$ cat src/shared/pm_cap_pkg.sv
// Package with register map, field layout and defaults of the power management capability block
package pm_cap_pkg;

   // Printed offsets are not all multiples of four: they are indices, byte address is index times four
   localparam logic [11:0] idx_link_status_two    = 12'h072;
   localparam logic [11:0] idx_slot_caps_two      = 12'h074;
   localparam logic [11:0] idx_slot_control_two   = 12'h078;
   localparam logic [11:0] idx_slot_status_two    = 12'h07a;
   localparam logic [11:0] idx_power_capability   = 12'h0c0;
   localparam logic [11:0] idx_power_control      = 12'h0c4;
   // Own registers for interrupts, port role and wake permission
   localparam logic [11:0] idx_irq_status         = 12'h100;
   localparam logic [11:0] idx_irq_mask           = 12'h101;
   localparam logic [11:0] idx_port_info          = 12'h102;
   localparam int          addr_width             = 14;

   // Capability word fields
   localparam logic [7:0]  capability_identifier_value = 8'h01;
   localparam logic [7:0]  next_link_upstream          = 8'h00;
   localparam logic [7:0]  next_link_downstream        = 8'hd0;
   localparam logic [2:0]  capability_version_value    = 3'h3;
   localparam logic        special_init_default        = 1'b0;
   localparam logic [4:0]  wake_support_default        = 5'h19;
   localparam int          pos_next_link               = 8;
   localparam int          pos_version                 = 16;
   localparam int          pos_special_init            = 21;
   localparam int          pos_wake_support            = 27;

   // Control/status word fields
   localparam int          pos_power_state             = 0;
   localparam int          pos_context_preserved       = 3;
   localparam int          pos_wake_enable             = 8;
   localparam int          pos_wake_status             = 15;
   localparam logic [1:0]  state_fully_on              = 2'h0;
   localparam logic [1:0]  state_hot_off               = 2'h3;
   localparam logic        context_preserved_default   = 1'b1;

   // Interrupt status bits
   localparam int          irq_wake_event              = 0;
   localparam int          irq_state_change            = 1;

   // AXI responses
   localparam logic [1:0]  resp_okay                   = 2'h0;
   localparam logic [1:0]  resp_slverr                 = 2'h2;

   // Power states seen by the wake logic
   typedef enum logic [1:0] {pwr_on, pwr_hot_off, pwr_cold_off} power_mode_type;

   // Read answer carrier
   typedef struct packed {
      logic [31:0] data;
      logic [1:0]  resp;
   } read_answer_type;

endpackage : pm_cap_pkg

$ cat src/hw/power_mgmt_capability_regs.sv
// Power management capability registers behind an AXI4-Lite slave
//
// Register access over AXI4-Lite was decided locally.
`timescale 1ns/1ps

module power_mgmt_capability_regs (
   // Clock and resets
   input  wire logic                         aclk,
   input  wire logic                         aresetn,
   input  wire logic                         hot_reset,
   // Port role and lock
   input  wire logic                         upstream_port,
   input  wire logic                         lockable_write_unlock,
   input  wire logic                         cold_off,
   // Wake events
   input  wire logic                         own_wake_event,
   input  wire logic                         relayed_wake_event,
   output logic                              wake_message,
   output logic                              power_state_hot_off,
   output logic                              irq,
   // AXI4-Lite write address
   input  wire logic [pm_cap_pkg::addr_width-1:0] s_axi_awaddr,
   input  wire logic                         s_axi_awvalid,
   output logic                              s_axi_awready,
   // AXI4-Lite write data
   input  wire logic [31:0]                  s_axi_wdata,
   input  wire logic [3:0]                   s_axi_wstrb,
   input  wire logic                         s_axi_wvalid,
   output logic                              s_axi_wready,
   // AXI4-Lite write response
   output logic [1:0]                        s_axi_bresp,
   output logic                              s_axi_bvalid,
   input  wire logic                         s_axi_bready,
   // AXI4-Lite read address
   input  wire logic [pm_cap_pkg::addr_width-1:0] s_axi_araddr,
   input  wire logic                         s_axi_arvalid,
   output logic                              s_axi_arready,
   // AXI4-Lite read data
   output logic [31:0]                       s_axi_rdata,
   output logic [1:0]                        s_axi_rresp,
   output logic                              s_axi_rvalid,
   input  wire logic                         s_axi_rready
);

   // Captured write address and data
   logic [pm_cap_pkg::addr_width-1:0] waddr;
   logic                              waddr_held;
   logic [31:0]                       wdata;
   logic [3:0]                        wstrb;
   logic                              wdata_held;

   // Register state
   logic [7:0]  next_capability_link;
   logic        special_init_required;
   logic [4:0]  wake_event_support;
   logic [1:0]  power_state_field;
   logic        context_preserved_flag;
   logic        wake_enable;
   logic        wake_status;
   logic [1:0]  irq_status;
   logic [1:0]  irq_mask;
   logic        role_caught;
   logic        upstream_seen;

   // Decoded mode for the wake logic
   pm_cap_pkg::power_mode_type power_mode;

   // Write decode
   wire [11:0] widx          = waddr[pm_cap_pkg::addr_width-1:2];
   wire        do_write      = waddr_held && wdata_held && !s_axi_bvalid;
   wire        wr_capability = do_write && widx == pm_cap_pkg::idx_power_capability;
   wire        wr_control    = do_write && widx == pm_cap_pkg::idx_power_control;
   wire        wr_irq_status = do_write && widx == pm_cap_pkg::idx_irq_status;
   wire        wr_irq_mask   = do_write && widx == pm_cap_pkg::idx_irq_mask;
   wire        wr_reserved   = do_write && (widx == pm_cap_pkg::idx_link_status_two ||
                                            widx == pm_cap_pkg::idx_slot_caps_two ||
                                            widx == pm_cap_pkg::idx_slot_control_two ||
                                            widx == pm_cap_pkg::idx_slot_status_two);
   wire        wr_port_info  = do_write && widx == pm_cap_pkg::idx_port_info;
   wire        wr_mapped     = wr_capability || wr_control || wr_irq_status || wr_irq_mask ||
                               wr_reserved || wr_port_info;

   // Lockable fields take writes only when unlocked
   wire        lock_open     = lockable_write_unlock;

   // Strap until the role is caught
   wire        upstream_role = role_caught ? upstream_seen : upstream_port;

   // Power state accepts only the two supported codes; reserved codes are dropped
   wire [1:0]  new_state     = wdata[pm_cap_pkg::pos_power_state +: 2];
   wire        state_ok      = new_state == pm_cap_pkg::state_fully_on ||
                               new_state == pm_cap_pkg::state_hot_off;
   wire        state_write   = wr_control && wstrb[0] && state_ok;

   // Own wake events set status unless the port was caught as upstream; relays never do
   wire        own_event     = own_wake_event && !upstream_seen;
   wire        clear_status  = wr_control && wstrb[1] && wdata[pm_cap_pkg::pos_wake_status];

   // Wake messages need enable and a non-cold state
   wire        wake_allowed  = wake_enable && power_mode != pm_cap_pkg::pwr_cold_off;
   wire        next_wake_msg = wake_allowed && (own_event || relayed_wake_event);

   // Capability word assembly
   wire [31:0] capability_word = {wake_event_support,
                                  2'h0,
                                  3'h0,
                                  special_init_required,
                                  2'h0,
                                  pm_cap_pkg::capability_version_value,
                                  next_capability_link,
                                  pm_cap_pkg::capability_identifier_value};

   // Control/status word assembly, unimplemented data fields are zero
   wire [31:0] control_word = {8'h00, 8'h00,
                               wake_status, 2'h0, 4'h0, wake_enable,
                               4'h0, context_preserved_flag, 1'b0, power_state_field};

   // Read decode
   wire [11:0] ridx = s_axi_araddr[pm_cap_pkg::addr_width-1:2];
   wire        rd_reserved = ridx == pm_cap_pkg::idx_link_status_two ||
                             ridx == pm_cap_pkg::idx_slot_caps_two ||
                             ridx == pm_cap_pkg::idx_slot_control_two ||
                             ridx == pm_cap_pkg::idx_slot_status_two;
   // Read data select
   pm_cap_pkg::read_answer_type next_answer;
   always_comb begin
      next_answer.resp = pm_cap_pkg::resp_okay;
      unique case (ridx)
         pm_cap_pkg::idx_power_capability: next_answer.data = capability_word;
         pm_cap_pkg::idx_power_control:    next_answer.data = control_word;
         pm_cap_pkg::idx_irq_status:       next_answer.data = {30'h0, irq_status};
         pm_cap_pkg::idx_irq_mask:         next_answer.data = {30'h0, irq_mask};
         pm_cap_pkg::idx_port_info:        next_answer.data = {30'h0, wake_allowed, upstream_seen};
         default: begin
            next_answer.data = 32'h0;
            if (!rd_reserved) begin
               next_answer.resp = pm_cap_pkg::resp_slverr;
            end
         end
      endcase
   end

   // Power mode derived from the state field and the cold-off indication
   assign power_mode = cold_off ? pm_cap_pkg::pwr_cold_off :
                       (power_state_field == pm_cap_pkg::state_hot_off) ? pm_cap_pkg::pwr_hot_off :
                       pm_cap_pkg::pwr_on;

   // Write address and data channels, taken in either order
   always_ff @(posedge aclk) begin
      if (!aresetn) begin
         waddr_held <= 1'b0;
         wdata_held <= 1'b0;
         waddr      <= '0;
         wdata      <= 32'h0;
         wstrb      <= 4'h0;
      end else if (do_write) begin
         // Both slots drain
         waddr_held <= 1'b0;
         wdata_held <= 1'b0;
      end else begin
         if (s_axi_awvalid && s_axi_awready) begin
            waddr_held <= 1'b1;
            waddr      <= s_axi_awaddr;
         end
         if (s_axi_wvalid && s_axi_wready) begin
            wdata_held <= 1'b1;
            wdata      <= s_axi_wdata;
            wstrb      <= s_axi_wstrb;
         end
      end
   end

   // Ready while the channel slot is empty and no response is pending
   always_ff @(posedge aclk) begin
      if (!aresetn) begin
         s_axi_awready <= 1'b0;
         s_axi_wready  <= 1'b0;
      end else begin
         s_axi_awready <= !waddr_held && !(s_axi_awvalid && s_axi_awready) && !s_axi_bvalid && !do_write;
         s_axi_wready  <= !wdata_held && !(s_axi_wvalid && s_axi_wready) && !s_axi_bvalid && !do_write;
      end
   end

   // Write response, unmapped addresses answer with a slave error
   always_ff @(posedge aclk) begin
      if (!aresetn) begin
         s_axi_bvalid <= 1'b0;
         s_axi_bresp  <= pm_cap_pkg::resp_okay;
      end else if (do_write) begin
         s_axi_bvalid <= 1'b1;
         s_axi_bresp  <= wr_mapped ? pm_cap_pkg::resp_okay : pm_cap_pkg::resp_slverr;
      end else if (s_axi_bready) begin
         // Answer taken
         s_axi_bvalid <= 1'b0;
      end
   end

   // Read channel: one cycle to answer, held until taken
   always_ff @(posedge aclk) begin
      if (!aresetn) begin
         s_axi_arready <= 1'b0;
         s_axi_rvalid  <= 1'b0;
         s_axi_rdata   <= 32'h0;
         s_axi_rresp   <= pm_cap_pkg::resp_okay;
      end else if (s_axi_arvalid && s_axi_arready) begin
         s_axi_arready <= 1'b0;
         s_axi_rvalid  <= 1'b1;
         s_axi_rdata   <= next_answer.data;
         s_axi_rresp   <= next_answer.resp;
      end else if (s_axi_rvalid) begin
         // Held until taken
         s_axi_rvalid  <= !s_axi_rready;
      end else begin
         // Idle: accept a read
         s_axi_arready <= 1'b1;
      end
   end

   // Port role caught once after reset release, since a strap is not read under reset
   always_ff @(posedge aclk) begin
      if (!aresetn) begin
         role_caught   <= 1'b0;
         upstream_seen <= 1'b0;
      end else if (!role_caught) begin
         // One-shot catch
         role_caught   <= 1'b1;
         upstream_seen <= upstream_port;
      end
   end

   // Lockable capability fields; next link takes its role default
   always_ff @(posedge aclk) begin
      if (!aresetn || hot_reset) begin
         // Hot reset keeps the role default
         next_capability_link  <= upstream_role ? pm_cap_pkg::next_link_upstream
                                                : pm_cap_pkg::next_link_downstream;
         special_init_required <= pm_cap_pkg::special_init_default;
         wake_event_support    <= pm_cap_pkg::wake_support_default;
      end else if (!role_caught) begin
         next_capability_link  <= upstream_port ? pm_cap_pkg::next_link_upstream
                                                : pm_cap_pkg::next_link_downstream;
      end else if (wr_capability && lock_open) begin
         if (wstrb[1]) begin
            next_capability_link <= wdata[pm_cap_pkg::pos_next_link +: 8];
         end
         if (wstrb[2]) begin
            special_init_required <= wdata[pm_cap_pkg::pos_special_init];
         end
         if (wstrb[3]) begin
            wake_event_support <= wdata[pm_cap_pkg::pos_wake_support +: 5];
         end
      end
   end

   // Non-sticky control fields; hot reset restores their defaults
   always_ff @(posedge aclk) begin
      if (!aresetn || hot_reset) begin
         power_state_field      <= pm_cap_pkg::state_fully_on;
         context_preserved_flag <= pm_cap_pkg::context_preserved_default;
      end else begin
         if (state_write) begin
            power_state_field <= new_state;
         end
         // Lock gates the flag
         if (wr_control && wstrb[0] && lock_open) begin
            context_preserved_flag <= wdata[pm_cap_pkg::pos_context_preserved];
         end
      end
   end

   // Sticky wake bits: of the two resets only the fundamental one clears them, hot reset is ignored
   always_ff @(posedge aclk) begin
      if (!aresetn) begin
         wake_enable <= 1'b0;
         wake_status <= 1'b0;
      end else begin
         if (wr_control && wstrb[1]) begin
            wake_enable <= wdata[pm_cap_pkg::pos_wake_enable];
         end
         // Set wins over a same-cycle clear so no event is lost
         if (own_event) begin
            wake_status <= 1'b1;
         end else if (clear_status) begin
            wake_status <= 1'b0;
         end
      end
   end

   // Interrupt status: own wake event and power state change, write one to clear
   always_ff @(posedge aclk) begin
      if (!aresetn) begin
         irq_status <= 2'h0;
         irq_mask   <= 2'h0;
      end else begin
         // Set wins over clear
         for (int i = 0; i < 2; i++) begin
            if ((i == pm_cap_pkg::irq_wake_event && own_event) ||
                (i == pm_cap_pkg::irq_state_change && state_write && new_state != power_state_field)) begin
               irq_status[i] <= 1'b1;
            end else if (wr_irq_status && wstrb[0] && wdata[i]) begin
               irq_status[i] <= 1'b0;
            end
         end
         if (wr_irq_mask && wstrb[0]) begin
            irq_mask <= wdata[1:0];
         end
      end
   end

   // Registered outputs
   always_ff @(posedge aclk) begin
      if (!aresetn) begin
         irq                 <= 1'b0;
         wake_message        <= 1'b0;
         power_state_hot_off <= 1'b0;
      end else begin
         // All one cycle late
         irq                 <= |(irq_status & irq_mask);
         wake_message        <= next_wake_msg;
         power_state_hot_off <= power_mode == pm_cap_pkg::pwr_hot_off;
      end
   end

endmodule : power_mgmt_capability_regs

$ cat config.mk
export PLATFORM = sky130hd
export DESIGN_NAME = power_mgmt_capability_regs
export DESIGN_NICKNAME = d
export VERILOG_FILES = /design/src/shared/pm_cap_pkg.sv /design/src/hw/power_mgmt_capability_regs.sv
export SDC_FILE = /design/constraint.sdc
export NUM_CORES = 1
export LEC_CHECK = 0
export BUFFER_PORTS_ARGS = -buffer_cell sky130_fd_sc_hd__buf_2
export CELL_PAD_IN_SITES_DETAIL_PLACEMENT = 1
export CELL_PAD_IN_SITES_GLOBAL_PLACEMENT = 2
export CORE_AREA = 3 3 82 161
export DETAILED_ROUTE_END_ITERATION = 8
export DIE_AREA = 0 0 85 164
export PLACE_DENSITY_LB_ADDON = 0.25
export SLEW_MARGIN = 5
export SYNTH_ARGS = -nofsm -noshare
export SYNTH_HDL_FRONTEND = slang
export SYNTH_SLANG_ARGS = --single-unit
$ cat constraint.sdc
create_clock -name aclk -period 4.5 [get_ports aclk]
set_clock_uncertainty 0.2 [all_clocks]
set_input_delay 0.675 -clock aclk [delete_from_list [all_inputs] [get_ports aclk]]
set_output_delay 0.675 -clock aclk [all_outputs]
set_load 0.03 [all_outputs]
==> key figures <==
Worst setup path
  – Critical path type: flip-flop to flip-flop
  – WP depth: 4
  – Critical Path End Type: flip-flop
  – Max stage delay on crit path: about 0.52 ns
  – Worst Reg-to-Reg Cells: 4
  – WP data arrival: between 2 and 2.5 ns
  – CP Max Fanout: 9
  – Cell family with the largest share of critical-path delay: simple AND/OR/NAND/NOR gates
  – Critical Path Slowest Stage Cell: and3_1
  – Required @ worst endpoint: 4.30 ns
  – Cell Chain, Critical Path: nor3_2 -> and3_1 -> nand4_1 -> nand3_1
  – Critical path buffers and inverters: 0
  – Critical Path Start Type: flip-flop

GRT
  – First-pass GRT wire length: around 17,000 um
  – GRT Overall Usage: 15.7%
  – Global route overflow: 0
  – Number of global-route vias before repair: 3,431
  – Number of antenna violations at the first check in global routing: 0
  – Largest net degree at the start of global routing: 48

Final layout
  – Most frequent cells in the layout: 86 x buf_2, 84 x nand2_1, 80 x dfxtp_1
  – Share of cells above drive strength 1: 22.9%
  – Nets: around 580
  – Diode count: 0
  – Fin util: 37.0%
  – Commonest non-fill, non-tap cell in the layout: buf_2
  – Post-Layout Cell Count: between 600 and 700
  – Area Growth Syn to Fin: 21.6%

Pwr
  – Lkg Pwr: 1.84 nW
  – Power per cell area: 389 nW/um^2
  – Maximum vdd drop: ~0.2 mV

Routing
  – DRC: 0
  – Drt pass-1 iters: 4
  – Vias per inst: 5.05
  – Routed length per instance: 16.1 um
  – DR vias: about 3,300
  – DRT antenna net count: 0
  – Drt initial violations: 85
  – Total wire length: 10,500 um

Timing
  – Setup TNS: 0 ns
  – RSZ-0062 raised after global routing: false
  – Fmax: 422 MHz
  – Relative slew slack: between 40% and 50%
  – Final worst path period need: 2.37 ns
  – Final Setup Violations: 0
  – Fin. Hold Viols: 0
  – Slew @ Worst Pin: ~0.86 ns
  – Max Slew Vio Count: 0
  – Crit share post-route: 52.6%

Synthesis
  – Post-synth EDFFs: 8
  – Sequential fraction of the synthesis area: 49.6%
  – Synth unique cells: 56
  – #FFs+latches synth: 88
  – Yosys warns: 0
  – Main flop type after synthesis: dfxtp_1
  – Mean area per synthesized cell: a little under 9 sq um
  – Asr flop ratio synth: 0%
  – Mapped Cells: 423
  – Cell Area, Synth: 3720 sq um

CTS
  – CTS root buf: clkbuf_16
  – CTS Hold Bufs: 0
  – Resized cells post-CTS: 0
  – Setup Fix Bufs, Post-CTS: 0
  – Htree depth: 3
  – Sink Count: 88
  – CTS tree: yes
  – Clk pin slew, worst setup/hold paths: ~0.080 ns
  – Buffers from clock root to sink, at most: 2
  – Clock latency on the worst-skew pair: 0.34 ns
  – Total CTS buffers: 9

Min path
  – Tightest Hold Check Type: flip-flop to flip-flop
  – WHS Path Cells: 2

Place
  – Final Wtd Congestion: 0.726
  – Post-DP HPWL: 8130 um
  – Dpl cells: 638
  – Port Buffer Count: 86

Die
  – Top Ports: 121
  – Chip Height: 164 um
  – Starting Density: 30.5%
  – Site Rows: 57
  – Die area: roughly 14,000 sq um
  – Die X: around 85 um
  – Core ar.: 12,200 sq um

Job
  – Maxcap violations: 0

Run status
  – Status: finished, final reports clean
[sequential cells by signal, indices dropped and copies added (netlist names), 2 cells and up]
| register | flops |
|---|---|
| s_axi_rdata | 18 |
| wdata | 17 |
| waddr | 12 |
| next_capability_link | 8 |
| wake_event_support | 5 |
| wstrb | 4 |
| irq_mask | 2 |
| irq_status | 2 |
| power_state_field | 2 |
[stage by stage]
stage / power, mW / hold WS [ns] / worst slack [ns] / instance area, sq um
after global routing: 1.83 / 0.270 / 1.95 / 4520
after detailed placement: 1.02 / 0.242 / 1.83 / 4210
after global placement: 1.02 / 0.238 / 1.87 / 4210
after CTS: 1.79 / 0.253 / 2.10 / 4520
final: 1.76 / 0.251 / 2.13 / 4520
after floorplan: 0.964 / 0.232 / 2.24 / 3770
[cells by family (layout without fill, tap and decap cells)]
group	count (synthesis)	count (layout)	share of synthesized area [%]
simple gates	183	183	25.2
compound gates	97	97	16.8
flops	88	88	49.6
buf+inv	47	117	6.46
mux	6	6	1.62
other cells	1	15	0.101
xor+xnor	1	1	0.236
[synthesized netlist by cell type (10+ instances only)]
cell,instances,share of area (%)
nand2_1,84,8.5
dfxtp_1,80,43
a21oi_1,42,5.7
nor2_1,21,2.1
buf_4,16,3.2
clkbuf_1,14,1.4
a22o_1,12,2.8
and3_1,11,1.9
inv_1,11,1.1
o21ai_0,11,1.5
nand3_1,10,1.3
nand4_1,10,1.7
[cell type report]
class | count | area (sq um)
timing repair buffer | 90 | 460
clock inverter | 7 | 78.8
clock buffer | 9 | 225
sequential | 88 | 1840
inverter | 11 | 41.3
multi-input combinational | 302 | 1690
tap | 147 | 184
fill | 1454 | 7680
[report_power, final]
group,total [mW],internal (mW),switching [mW]
Combinational,0.157,0.0514,0.105
Clock,0.760,0.399,0.361
Sequential,0.842,0.818,0.0238
Total,1.76,1.27,0.490
[worst reg2reg max path, stage by stage (launching register included)]
cell and delay [ns]:
dfxtp_1 0.32, nor3_2 0.48, and3_1 0.53, nand4_1 0.15
nand3_1 0.33
[metal layers]
| layer | vias up | track usage (%) | wire length (um) |
|---|---|---|---|
| li1 | 1650 | - | - |
| met1 | 1555 | 16.3 | 3810 |
| met2 | 78 | 29.7 | 5930 |
| met3 | 17 | 2.96 | 470 |
| met4 | 0 | 7.06 | 284 |
| met5 | - | 0 | 0 |
[final timing paths]
kind	startpoint	end	slack, ns
min	wdata[10]	wdata[10]	0.25
max reg2reg	waddr[12]	next_capability_link[7]	2.13
min reg2reg	wdata[10]	wdata[10]	0.25
max	waddr[12]	next_capability_link[7]	2.13
Power figures use the tool's default switching activity.
